## config.mk

```make
export PLATFORM = sky130hd
export DESIGN_NAME = rftc_timer
export DESIGN_NICKNAME = d
export VERILOG_FILES = /design/src/hw/rftc_pkg.sv /design/src/hw/rftc_timer.sv
export SDC_FILE = /design/constraint.sdc
export NUM_CORES = 1
export LEC_CHECK = 0
export BUFFER_PORTS_ARGS = -buffer_cell sky130_fd_sc_hd__buf_2
export CAP_MARGIN = 20
export CORE_MARGIN = 3
export CORE_UTILIZATION = 42
export CTS_BUF_LIST = sky130_fd_sc_hd__clkbuf_4 sky130_fd_sc_hd__clkbuf_8
export DETAILED_ROUTE_END_ITERATION = 8
export SETUP_SLACK_MARGIN = 0.1
export SLEW_MARGIN = 20
export SYNTH_ARGS = -nofsm -noshare
export SYNTH_HDL_FRONTEND = slang
export SYNTH_SLANG_ARGS = --single-unit
```

## constraint.sdc

```tcl
create_clock -name clk -period 3.1 [get_ports clk]
set_input_delay 0.465 -clock clk [delete_from_list [all_inputs] [get_ports clk]]
set_output_delay 0.465 -clock clk [all_outputs]
set_load 0.1 [all_outputs]
```

## src/hw/rftc_pkg.sv

```systemverilog
// Constants and types shared by the second event timer control block
package rftc_pkg;

    // Register byte addresses
    localparam logic [7:0] CFG_OFFSET = 8'h10;
    localparam logic [7:0] PRESET_OFFSET = 8'h14;
    localparam logic [7:0] STATUS_OFFSET = 8'h18;

    // Configuration field positions
    localparam int HALT_RX_BEGIN_BIT = 20;
    localparam int HALT_TX_BEGIN_BIT = 19;
    localparam int HALT_EXT_ON_BIT = 18;
    localparam int HALT_EXT_OFF_BIT = 17;
    localparam int HALT_INT_ON_BIT = 16;
    localparam int HALT_INT_OFF_BIT = 15;
    localparam int RUN_RX_BEGIN_BIT = 14;
    localparam int RUN_RX_END_BIT = 13;
    localparam int RUN_TX_BEGIN_BIT = 12;
    localparam int RUN_TX_END_BIT = 11;
    localparam int RUN_EXT_ON_BIT = 10;
    localparam int RUN_EXT_OFF_BIT = 9;
    localparam int RUN_INT_ON_BIT = 8;
    localparam int RUN_INT_OFF_BIT = 7;
    localparam int RUN_NOW_BIT = 6;
    localparam int RATE_LSB = 3;
    localparam int RATE_W = 3;
    localparam int PRESCALER_USE_BIT = 2;
    localparam int AUTO_RELOAD_BIT = 1;
    localparam int TIMER_ON_BIT = 0;
    localparam int CFG_W = 21;
    localparam int COUNT_W = 16;
    localparam int STATE_LSB = 16;

    // Reset values
    localparam logic [CFG_W-1:0] CFG_RESET = 21'h000000;
    localparam logic [COUNT_W-1:0] PRESET_RESET = 16'h0000;

    // Frontend clock rate synthesised from the system clock
    localparam longint SYS_CLK_HZ = 125000000;
    localparam longint FRONTEND_CLK_HZ = 13560000;
    localparam int PHASE_W = 24;
    localparam logic [PHASE_W-1:0] PHASE_INC =
        PHASE_W'((FRONTEND_CLK_HZ * (64'd1 << PHASE_W)) / SYS_CLK_HZ);
    localparam int DIV_W = 8;

    typedef enum logic [1:0] {
        RFTC_IDLE = 2'b00,
        RFTC_ARMED = 2'b01,
        RFTC_RUN = 2'b11,
        RFTC_HALTED = 2'b10
    } rftc_state_t;

    // Transceiver events, one-cycle pulses on clk
    typedef struct packed {
        logic rx_begin;
        logic rx_nibble;
        logic rx_end;
        logic tx_begin;
        logic tx_end;
    } rftc_xcvr_t;

endpackage

```

## src/hw/rftc_timer.sv

```systemverilog
// Second event timer: configuration registers, event selection and down counter
`timescale 1ns/1ps

// Contract
// - Halt after receive begins and four bits arrive
// - Halt when transmission begins
// - Halt when external field appears
// - Halt when external field vanishes
// - Halt when internal field turns on
// - Halt when internal field turns off
// - Run when first received bit arrives
// - Run when reception ends
// - Run when transmission begins
// - Run when transmission ends
// - Run when external field appears
// - Run when external field vanishes
// - Run when internal field turns on
// - Run when internal field turns off
// - Run immediately without any event
// - Rate code picks 6.78 MHz to 53 kHz
// - Prescaler use picks frontend clock or rate
// - Without reload, stop at zero on expiry
// - With reload, reload preset and continue
// - Operate only while enabled; config resets zero
module rftc_timer (
    input wire logic clk,
    input wire logic sys_rst,
    input wire logic clk_en,
    input wire logic [7:0] avs_address,
    input wire logic avs_read,
    input wire logic avs_write,
    input wire logic [31:0] avs_writedata,
    input wire logic [3:0] avs_byteenable,
    output logic [31:0] avs_readdata,
    output logic avs_waitrequest,
    input wire rftc_pkg::rftc_xcvr_t xcvr_events,
    input wire logic external_field_pin,
    input wire logic internal_field_on,
    output logic timer_expired,
    output logic timer_running,
    output logic [15:0] timer_count
);

    ////////////////////////////////////////////////////////////////////////////////
    // Register bus

    logic [rftc_pkg::CFG_W-1:0] cfg_reg;
    logic [rftc_pkg::COUNT_W-1:0] preset_reg;
    logic [rftc_pkg::COUNT_W-1:0] count_reg;
    logic [rftc_pkg::COUNT_W-1:0] count_next;
    rftc_pkg::rftc_state_t state_reg;
    rftc_pkg::rftc_state_t state_next;
    logic ack_reg;
    logic [31:0] readdata_reg;
    logic [31:0] read_word;
    logic [31:0] cfg_word;
    logic [31:0] preset_word;
    logic [31:0] wr_merge_cfg;
    logic [31:0] wr_merge_preset;
    logic bus_req;
    logic wr_take;

    assign bus_req = avs_read | avs_write;
    // One wait cycle keeps read data registered
    assign avs_waitrequest = bus_req & ~ack_reg;
    assign wr_take = avs_write & ack_reg & clk_en;
    assign avs_readdata = readdata_reg;
    assign cfg_word = {{(32-rftc_pkg::CFG_W){1'b0}}, cfg_reg};
    assign preset_word = {{(32-rftc_pkg::COUNT_W){1'b0}}, preset_reg};

    always_ff @(posedge clk) begin
        if (sys_rst) begin
            ack_reg <= 1'b0;
        end else if (clk_en) begin
            ack_reg <= bus_req & ~ack_reg;
        end
    end

    always_comb begin
        unique case (avs_address)
            rftc_pkg::CFG_OFFSET: read_word = cfg_word;
            rftc_pkg::PRESET_OFFSET: read_word = preset_word;
            rftc_pkg::STATUS_OFFSET: read_word = {14'h0000, state_reg, count_reg};
            default: read_word = 32'h00000000;
        endcase
    end

    always_ff @(posedge clk) begin
        if (sys_rst) begin
            readdata_reg <= 32'h00000000;
        end else if (clk_en && avs_read && !ack_reg) begin
            readdata_reg <= read_word;
        end
    end

    // Byte lanes merge into the stored words
    genvar lane;
    generate
        for (lane = 0; lane < 4; lane++) begin : g_lane
            assign wr_merge_cfg[lane*8 +: 8] = avs_byteenable[lane] ?
                avs_writedata[lane*8 +: 8] : cfg_word[lane*8 +: 8];
            assign wr_merge_preset[lane*8 +: 8] = avs_byteenable[lane] ?
                avs_writedata[lane*8 +: 8] : preset_word[lane*8 +: 8];
        end
    endgenerate

    always_ff @(posedge clk) begin
        if (sys_rst) begin
            cfg_reg <= rftc_pkg::CFG_RESET;
        end else if (wr_take && avs_address == rftc_pkg::CFG_OFFSET) begin
            cfg_reg <= wr_merge_cfg[rftc_pkg::CFG_W-1:0];
        end
    end

    always_ff @(posedge clk) begin
        if (sys_rst) begin
            preset_reg <= rftc_pkg::PRESET_RESET;
        end else if (wr_take && avs_address == rftc_pkg::PRESET_OFFSET) begin
            preset_reg <= wr_merge_preset[rftc_pkg::COUNT_W-1:0];
        end
    end

    ////////////////////////////////////////////////////////////////////////////////
    // Field inputs and edges

    logic [2:0] ext_sync_reg;
    logic ext_level_reg;
    logic int_level_reg;
    logic ext_rise;
    logic ext_fall;
    logic int_rise;
    logic int_fall;

    always_ff @(posedge clk) begin
        if (sys_rst) begin
            ext_sync_reg <= 3'h0;
        end else if (clk_en) begin
            ext_sync_reg <= {ext_sync_reg[1:0], external_field_pin};
        end
    end

    // Level changes only once stages two and three agree
    always_ff @(posedge clk) begin
        if (sys_rst) begin
            ext_level_reg <= 1'b0;
        end else if (clk_en && ext_sync_reg[1] == ext_sync_reg[2]) begin
            ext_level_reg <= ext_sync_reg[2];
        end
    end

    always_ff @(posedge clk) begin
        if (sys_rst) begin
            int_level_reg <= 1'b0;
        end else if (clk_en) begin
            int_level_reg <= internal_field_on;
        end
    end

    // Field seen present at reset release counts as a rising edge
    assign ext_rise = ext_sync_reg[1] & ext_sync_reg[2] & ~ext_level_reg;
    assign ext_fall = ~ext_sync_reg[1] & ~ext_sync_reg[2] & ext_level_reg;
    assign int_rise = internal_field_on & ~int_level_reg;
    assign int_fall = ~internal_field_on & int_level_reg;

    ////////////////////////////////////////////////////////////////////////////////
    // Event selection

    logic halt_hit;
    logic run_hit;
    logic [5:0] halt_terms;
    logic [8:0] run_terms;

    assign halt_terms[0] = cfg_reg[rftc_pkg::HALT_RX_BEGIN_BIT] & xcvr_events.rx_nibble;
    assign halt_terms[1] = cfg_reg[rftc_pkg::HALT_TX_BEGIN_BIT] & xcvr_events.tx_begin;
    assign halt_terms[2] = cfg_reg[rftc_pkg::HALT_EXT_ON_BIT] & ext_rise;
    assign halt_terms[3] = cfg_reg[rftc_pkg::HALT_EXT_OFF_BIT] & ext_fall;
    assign halt_terms[4] = cfg_reg[rftc_pkg::HALT_INT_ON_BIT] & int_rise;
    assign halt_terms[5] = cfg_reg[rftc_pkg::HALT_INT_OFF_BIT] & int_fall;

    assign run_terms[0] = cfg_reg[rftc_pkg::RUN_RX_BEGIN_BIT] & xcvr_events.rx_begin;
    assign run_terms[1] = cfg_reg[rftc_pkg::RUN_RX_END_BIT] & xcvr_events.rx_end;
    assign run_terms[2] = cfg_reg[rftc_pkg::RUN_TX_BEGIN_BIT] & xcvr_events.tx_begin;
    assign run_terms[3] = cfg_reg[rftc_pkg::RUN_TX_END_BIT] & xcvr_events.tx_end;
    assign run_terms[4] = cfg_reg[rftc_pkg::RUN_EXT_ON_BIT] & ext_rise;
    assign run_terms[5] = cfg_reg[rftc_pkg::RUN_EXT_OFF_BIT] & ext_fall;
    assign run_terms[6] = cfg_reg[rftc_pkg::RUN_INT_ON_BIT] & int_rise;
    assign run_terms[7] = cfg_reg[rftc_pkg::RUN_INT_OFF_BIT] & int_fall;
    // Acts from ARMED only: run-now cannot restart an expired timer, other run events can
    assign run_terms[8] = cfg_reg[rftc_pkg::RUN_NOW_BIT] &
                          (state_reg == rftc_pkg::RFTC_ARMED);

    assign halt_hit = |halt_terms;
    assign run_hit = |run_terms;

    ////////////////////////////////////////////////////////////////////////////////
    // Tick generation

    logic [rftc_pkg::PHASE_W:0] phase_sum;
    logic [rftc_pkg::PHASE_W-1:0] phase_reg;
    logic fe_tick;
    logic [rftc_pkg::DIV_W-1:0] div_reg;
    logic [rftc_pkg::DIV_W-1:0] div_mask;
    logic pre_tick;
    logic tick;
    logic [rftc_pkg::RATE_W-1:0] rate_sel;

    // Frontend clock made by phase accumulation; jitter is one system cycle
    assign phase_sum = {1'b0, phase_reg} + {1'b0, rftc_pkg::PHASE_INC};
    assign fe_tick = phase_sum[rftc_pkg::PHASE_W];

    always_ff @(posedge clk) begin
        if (sys_rst) begin
            phase_reg <= '0;
        end else if (clk_en) begin
            phase_reg <= phase_sum[rftc_pkg::PHASE_W-1:0];
        end
    end

    // Divider runs only while counting so the first tick is a full period
    always_ff @(posedge clk) begin
        if (sys_rst) begin
            div_reg <= '0;
        end else if (clk_en) begin
            if (state_reg != rftc_pkg::RFTC_RUN) begin
                div_reg <= '0;
            end else if (fe_tick) begin
                div_reg <= div_reg + 1'b1;
            end
        end
    end

    // Code n divides the frontend clock by two to the n plus one
    assign rate_sel = cfg_reg[rftc_pkg::RATE_LSB +: rftc_pkg::RATE_W];
    assign div_mask = rftc_pkg::DIV_W'((9'h002 << rate_sel) - 9'h001);
    assign pre_tick = fe_tick & ((div_reg & div_mask) == div_mask);
    assign tick = cfg_reg[rftc_pkg::PRESCALER_USE_BIT] ? pre_tick : fe_tick;

    ////////////////////////////////////////////////////////////////////////////////
    // Counter state machine

    logic enabled;
    logic expire_hit;
    logic expired_reg;

    assign enabled = cfg_reg[rftc_pkg::TIMER_ON_BIT];
    assign expire_hit = (state_reg == rftc_pkg::RFTC_RUN) && tick && !halt_hit &&
                        (count_reg <= 16'h0001);

    always_comb begin
        state_next = state_reg;
        count_next = count_reg;
        if (!enabled) begin
            state_next = rftc_pkg::RFTC_IDLE;
        end else begin
            unique case (state_reg)
                rftc_pkg::RFTC_IDLE: begin
                    state_next = rftc_pkg::RFTC_ARMED;
                end
                rftc_pkg::RFTC_ARMED, rftc_pkg::RFTC_HALTED: begin
                    if (run_hit) begin
                        state_next = rftc_pkg::RFTC_RUN;
                        count_next = preset_reg;
                    end
                end
                rftc_pkg::RFTC_RUN: begin
                    if (halt_hit) begin
                        // Stop beats a same-cycle tick: count is frozen
                        state_next = rftc_pkg::RFTC_HALTED;
                    end else if (expire_hit) begin
                        if (cfg_reg[rftc_pkg::AUTO_RELOAD_BIT]) begin
                            count_next = preset_reg;
                        end else begin
                            count_next = 16'h0000;
                            // Parked, so run-now cannot restart it
                            state_next = rftc_pkg::RFTC_HALTED;
                        end
                    end else if (tick) begin
                        count_next = count_reg - 16'h0001;
                    end
                end
            endcase
        end
    end

    always_ff @(posedge clk) begin
        if (sys_rst) begin
            state_reg <= rftc_pkg::RFTC_IDLE;
            count_reg <= '0;
        end else if (clk_en) begin
            state_reg <= state_next;
            count_reg <= count_next;
        end
    end

    always_ff @(posedge clk) begin
        if (sys_rst) begin
            expired_reg <= 1'b0;
        end else if (clk_en) begin
            expired_reg <= expire_hit & enabled;
        end
    end

    assign timer_expired = expired_reg;
    assign timer_running = state_reg == rftc_pkg::RFTC_RUN;
    assign timer_count = count_reg;

endmodule

```

**After elaboration in Yosys (flattened, before gate mapping)**

Cells that the tools add are included.

- Memories kept: 0
- Bits in writable memories: 0
- Logic and storage cells: 110
- Bits of input ports: 56
- Output and inout bits: 51
- Latch bits: 0
- Flip-flop bits (word level): 126
- Memory bits (read-only): 0

- Magnitude comparators: 1
- $add $sub $neg: 4
- Divide/modulo/power cells: 0
- Reduce and logical (&&, ||, !) cells: 24
- Mux-type cells: 16
- Bitwise operators: 34
- Equal/unequal tests: 15
- Shifts and indexed selects: 1
- $mul: 0

Operators by type and width:

| operator | count |
|---|---|
| 16-bit two-way mux | 5 |
| 21-bit case mux with 3 select lines | 1 |
| 16-bit case mux with 2 select lines | 1 |
| 1-bit AND | 26 |
| 24-bit by 21-bit adder with 25-bit output, second input constant | 1 |
| 8-bit by 5-bit equality test with 1-bit output, second input constant | 3 |
| 16-bit by 1-bit less-or-equal comparator with 1-bit output, second input constant | 1 |
| 8-bit two-way mux | 2 |
| 16-bit by 1-bit subtractor with 16-bit output, second input constant | 1 |
| 2-bit AND reduction | 6 |
| 2-bit two-way mux | 5 |
| 9-bit OR reduction | 1 |
| 8-bit by 1-bit adder with 8-bit output, second input constant | 1 |
| 8-bit AND | 1 |
| 8-bit equality test | 1 |
| 1-bit logical AND | 8 |
| 2-bit by 3-bit left shift with 8-bit output, first input constant | 1 |
| 8-bit by 1-bit subtractor with 8-bit output, second input constant | 1 |
| 2-bit inequality test, second input constant | 3 |
| 1-bit NOT | 6 |
| 2-bit case mux with 3 select lines | 1 |
| 6-bit AND reduction | 1 |
| 6-bit OR reduction | 1 |
| 2-bit equality test, second input constant | 2 |
| 13 further kinds | 15 |

**Logic depth before layout (Yosys ltp)**

- Word-level depth: 13
- Mapped depth: 13
- Gate-level depth less buffers: 10

**Worst setup path before layout**

OpenSTA, ideal clock, no wires.

- Path kind: register to register
- Start point: reg state_reg[0]
- End point: reg count_reg (netlist bit timer_count[12])
- Stages on the path, launching flop included: 10
- Period minus slack after synthesis: 3.166 ns
- Library setup time: 0.129 ns
- Path slack: -0.066 ns
- Arrival time: 3.037 ns
- Required time: 2.971 ns
- Path buffers: 2
- Cells stage by stage: dfxtp_1 > ha_1 > clkbuf_2 > nand4_1 > a311oi_2 > nand4_2 > a211o_1 > buf_6 > a222oi_1 > nor3_1

- Longest elaborated chain between the ends: 7
- Elaborated cells between the ends (all ways): 17
- Classes of those cells: eq/ne: 6; mux: 3; bitwise: 1; reduce/logical: 7

RTL lines:

| what | RTL line | RTL |
|---|---|---|
| from (decl) | rftc_timer.sv:51 | `rftc_pkg::rftc_state_t state_reg;` |
| from (signal assigned) | rftc_timer.sv:287 | `state_reg <= rftc_pkg::RFTC_IDLE;` |
| from (signal assigned) | rftc_timer.sv:290 | `state_reg <= state_next;` |
| 2-bit equality test (*) | - |  |
| via timer_running | rftc_timer.sv:40 | `output logic timer_running,` |
| 1-bit logical AND (3 in a row) | rftc_timer.sv:246 | `assign expire_hit = (state_reg == rftc_pkg::RFTC_RUN) && tick && !halt_hit &&` |
| 16-bit two-way mux | rftc_timer.sv:269 | `end else if (expire_hit) begin` |
| 16-bit two-way mux | rftc_timer.sv:266 | `if (halt_hit) begin` |
| 16-bit case mux with 2 select lines | rftc_timer.sv:255 | `unique case (state_reg)` |
| to (signal assigned) | rftc_timer.sv:291 | `count_reg <= count_next;` |
| to (decl) | rftc_timer.sv:49 | `logic [rftc_pkg::COUNT_W-1:0] count_reg;` |

Mark *: on every way through the listed nets, which the timed path passes. The rest lies on a longest branch. The select of a mux whose other input is x is not followed.
A chain may end at the register's enable or synchronous reset.

**Worst setup path after layout**

- Start point: reg cfg_reg[3] (netlist name)
- End point: reg count_reg (netlist bit timer_count[12])

- Longest elaborated chain between the ends: 12
- Elaborated cells between the ends (all ways): 14
- Classes of those cells: add/sub: 1; eq/ne: 2; shift: 1; mux: 4; bitwise: 2; reduce/logical: 4

RTL lines:

| what | RTL line | RTL |
|---|---|---|
| from (decl) | rftc_timer.sv:47 | `logic [rftc_pkg::CFG_W-1:0] cfg_reg;` |
| from (signal assigned) | rftc_timer.sv:109 | `cfg_reg <= rftc_pkg::CFG_RESET;` |
| from (signal assigned) | rftc_timer.sv:111 | `cfg_reg <= wr_merge_cfg[rftc_pkg::CFG_W-1:0];` |
| 2-bit by 3-bit left shift with 8-bit output (*) | rftc_timer.sv:234 | `assign div_mask = rftc_pkg::DIV_W'((9'h002 << rate_sel) - 9'h001);` |
| 8-bit by 1-bit subtractor with 8-bit output (*) | rftc_timer.sv:234 |  |
| 8-bit AND | rftc_timer.sv:235 | `assign pre_tick = fe_tick & ((div_reg & div_mask) == div_mask);` |
| 8-bit equality test (*) | rftc_timer.sv:235 |  |
| 1-bit AND (*) | rftc_timer.sv:235 |  |
| 1-bit two-way mux (*) | rftc_timer.sv:236 | `assign tick = cfg_reg[rftc_pkg::PRESCALER_USE_BIT] ? pre_tick : fe_tick;` |
| 1-bit logical AND (3 in a row) | rftc_timer.sv:246 |  |
| 16-bit two-way mux | rftc_timer.sv:269 |  |
| 16-bit two-way mux | rftc_timer.sv:266 |  |
| 16-bit case mux with 2 select lines | rftc_timer.sv:255 |  |

Every way passes the cells marked *; elsewhere a longest branch is shown, timed or not. The select of a mux whose other input is x is not followed.

==> impl_metrics.csv <==
group,metric,value,unit
synth,ys.flop_type,"dfxtp_1",
power_and_ir_drop,power_density,449.6,nW/um^2
synth,synth_edf_count,0,
clock_tree,htreeDepth,3,
final_layout,drive_gt1_frac,0.1762,
route,drt-pass1-iter-count,5,
setup_path,worstPathRequired,3.36,ns
synth,ys_async_sr_fraction,0,
power_and_ir_drop,power_leakage,2.686,nW
timing,hold_slack,0.3242,ns
timing,skew,0.007652,ns
setup_path,arrival,3.07,ns
timing,period_needed,2.803,ns
power_and_ir_drop,intPower,0.002208,W
timing,tns,0,ns
floorplanning,io_pins,107,
place,hpwl,11.09,mm
timing,tightest_slew,0.7030,ns
floorplanning,rows,41,
global_routing,grt_pass1_wl,23.92,mm
timing,finalMaxSlewViolations,0,
timing,fmax,356.7,MHz
setup_path,end_kind,"register",
clock_tree,cts_sinks,112,
final_layout,diodes,0,
place,placed_cells,921,
global_routing,grt.overflow.total,0,
synth,netlist_area,5695,um^2
final_layout,layout.cells.non_filler,938,
synth,avgSynthCellArea,8.278,um^2
timing,hold_viol,0,
route,wirelength,15.33,mm
route,wl_per_cell,16.34,um
power_and_ir_drop,switchingPower,0.0007279,W
clock_tree,clkTransAtPathRegs,0.10,ns
setup_path,slowest_stage,"dfxtp_2",
setup_path,slowest_delay,0.38,ns
final_layout,final_area,6530,um^2
global_routing,grt_pass1_vias,4688,
floorplanning,dieArea,14990,um^2
route,vias,5198,
synth,yosys_warnings,0,
floorplanning,die_height,122.5,um
clock_tree,cts_root_buffer,"clkbuf_8",
floorplanning,start_util,0.4406,
timing,relSlewSlack,0.5313,
synth,ys_ff_latch,112,
timing,setup_violations,0,
power_and_ir_drop,clkPwrFrac,0.382,
setup_path,worst-path-max-fanout,9,
setup_path,crit_chain,"nor2_1 -> nand2_1 -> ha_2 -> and2b_1 -> mux2_4 -> o31ai_4 -> nand4_4 -> a211o_1 -> buf_4 -> a222oi_1 -> nor3_1",
place,place_area,6240,um^2
route,ant_nets,0,
global_routing,grt_antenna_before_repair,0,
final_layout,nets,827,
synth,seq_area_frac_synth,0.3937,
route,drc,0,
floorplanning,die_x,122.5,um
setup_path,crit_type,"reg2reg",
power_and_ir_drop,switching_share,0.2480,
route,vias_per_cell,5.542,
timing,rsz0062_at_grt,"false",
place,gp_congestion,0.8399,
clock_tree,cts_tree,"built",
flow_run,cap_violations,0,
clock_tree,postCtsHoldBufs,0,
setup_path,worst_setup_path_start_kind,"register",
power_and_ir_drop,ir_drop,0.3457,mV
power_and_ir_drop,pwr-share-comb,0.103,
final_layout,synthToLayoutAreaGrowth,14.65,%
power_and_ir_drop,seq_power_share,0.515,
synth,synth_cell_types,66,
timing,finalCritPeriodShare,0.9043,
floorplanning,core_area,12930,um^2
route,first_iter_violations,376,
run_status,outcome,"finished clean",
place,placement.io_buffers,83,
clock_tree,clock_latency,0.39,ns
min_path,hold_class,"in2reg",
synth,syn-instance-count,688,
global_routing,grt_util_all_layers,0.2027,
global_routing,grt_max_degree,57,
clock_tree,cts_buffers,9,
clock_tree,clockBufferDepth,2,
==> per-layer routing <==
| layer | vias up | track usage | routed length (um) |
|---|---|---|---|
| met5 | - | 0 | 0 |
| met3 | 14 | 0.05253 | 913 |
| met1 | 2459 | 0.2778 | 7180 |
| met2 | 156 | 0.3205 | 7048 |
| li1 | 2569 | - | - |
| met4 | 0 | 0.04829 | 183 |
==> layout make-up <==
class                           instances  area, um^2
Clock inverter                          6       130.1
Multi-Input combinational cell        501        3108
Tap cell                              172       215.2
Inverter                               34       127.6
Sequential cell                       112        2243
Fill cell                            1264        6397
Timing Repair Buffer                  103       568.0
Clock buffer                           10       137.6
==> synthesized netlist by cell type (all sizes together), types with 6 or more instances <==
master	instances	area (um^2)
nor2	85	319.1
xnor2	12	105.1
a32oi	11	96.34
nand4	8	56.30
ha	10	125.1
dfxtp	112	2242
or3	8	50.05
nand2	75	281.5
a21oi	46	230.2
nor2b	7	43.79
nand3	30	150.1
inv	34	127.6
o21a	6	45.04
nand3b	6	45.04
xor2	10	87.58
a22oi	23	172.7
nor3	12	60.06
o21ai	30	161.4
clkbuf	23	97.59
mux2i	39	390.4
o32ai	13	113.9
buf	28	183.9
==> worst paths after layout <==
| check | to | slack [ns] | cells after the start | startpoint |
|---|---|---|---|---|
| max | timer_count[12] | 0.30 | 11 | cfg_reg[3] |
| min | cfg_reg[17] | 0.32 | 3 | avs_writedata[17] |
| max reg2reg | timer_count[12] | 0.30 | 11 | cfg_reg[3] |
| min reg2reg | cfg_reg[12] | 0.48 | 2 | cfg_reg[12] |
==> through the flow <==
| step | util | total power, W | worst slack (ns) |
|---|---|---|---|
| final | 0.5051 | 0.002936 | 0.2966 |
| after global routing | 0.5051 | 0.003058 | 0.1170 |
| after CTS | 0.5034 | 0.002966 | 0.1612 |
| after detailed placement | 0.4827 | 0.001846 | 0.2020 |
| after global placement | 0.4827 | 0.001838 | 0.2798 |
| after floorplan | - | 0.001776 | 0.2572 |
==> cell usage in the layout, fill, tap and decap left out, types with 12 or more instances in the layout <==
master | netlist | routed
a22oi_1 | 23 | 23
nand3_1 | 30 | 30
nor2_1 | 85 | 85
nand2_1 | 75 | 75
o21ai_0 | 28 | 28
xnor2_1 | 12 | 12
dfxtp_1 | 112 | 111
buf_2 | 3 | 82
inv_1 | 34 | 34
a21oi_1 | 46 | 46
buf_4 | 14 | 21
o32ai_1 | 13 | 13
mux2i_1 | 39 | 39
==> repair_timing <==
action / CTS / global route
buffers inserted: 0 / 1
resized for setup: 0 / 4
endpoints found under the setup margin: 0 / 14
==> power groups by stage <==
stage	clock network (W)	registers, W	logic [W]
floorplan	0	0.00154	0.000240
global route	0.00121	0.00152	0.000329
CTS	0.00115	0.00151	0.000303
finish	0.00112	0.00151	0.000302
detailed placement	0	0.00154	0.000302
global placement	0	0.00154	0.000296
==> logic make-up after synthesis <==
| logic type | after synthesis | share of synthesized area |
|---|---|---|
| multiplexers | 41 | 0.07315 |
| AND/OR/NAND/NOR | 254 | 0.2056 |
| flip-flops | 112 | 0.3937 |
| buffers and inverters | 85 | 0.07183 |
| AO/OA/AOI/OAI | 163 | 0.1993 |
| XOR/XNOR | 22 | 0.03383 |
| adder cells (fa/ha/maj) | 10 | 0.02197 |
| other | 1 | 0.0006584 |
==> critical path, delay by kind of cell (launching register included) <==
family	cells	cell delay [ns]
simple gates	5	0.66
compound gates	3	0.97
buf+inv	1	0.18
flops	1	0.38
fa+ha+maj	1	0.21
mux	1	0.28
No activity file was read; power rests on OpenSTA's default activity.
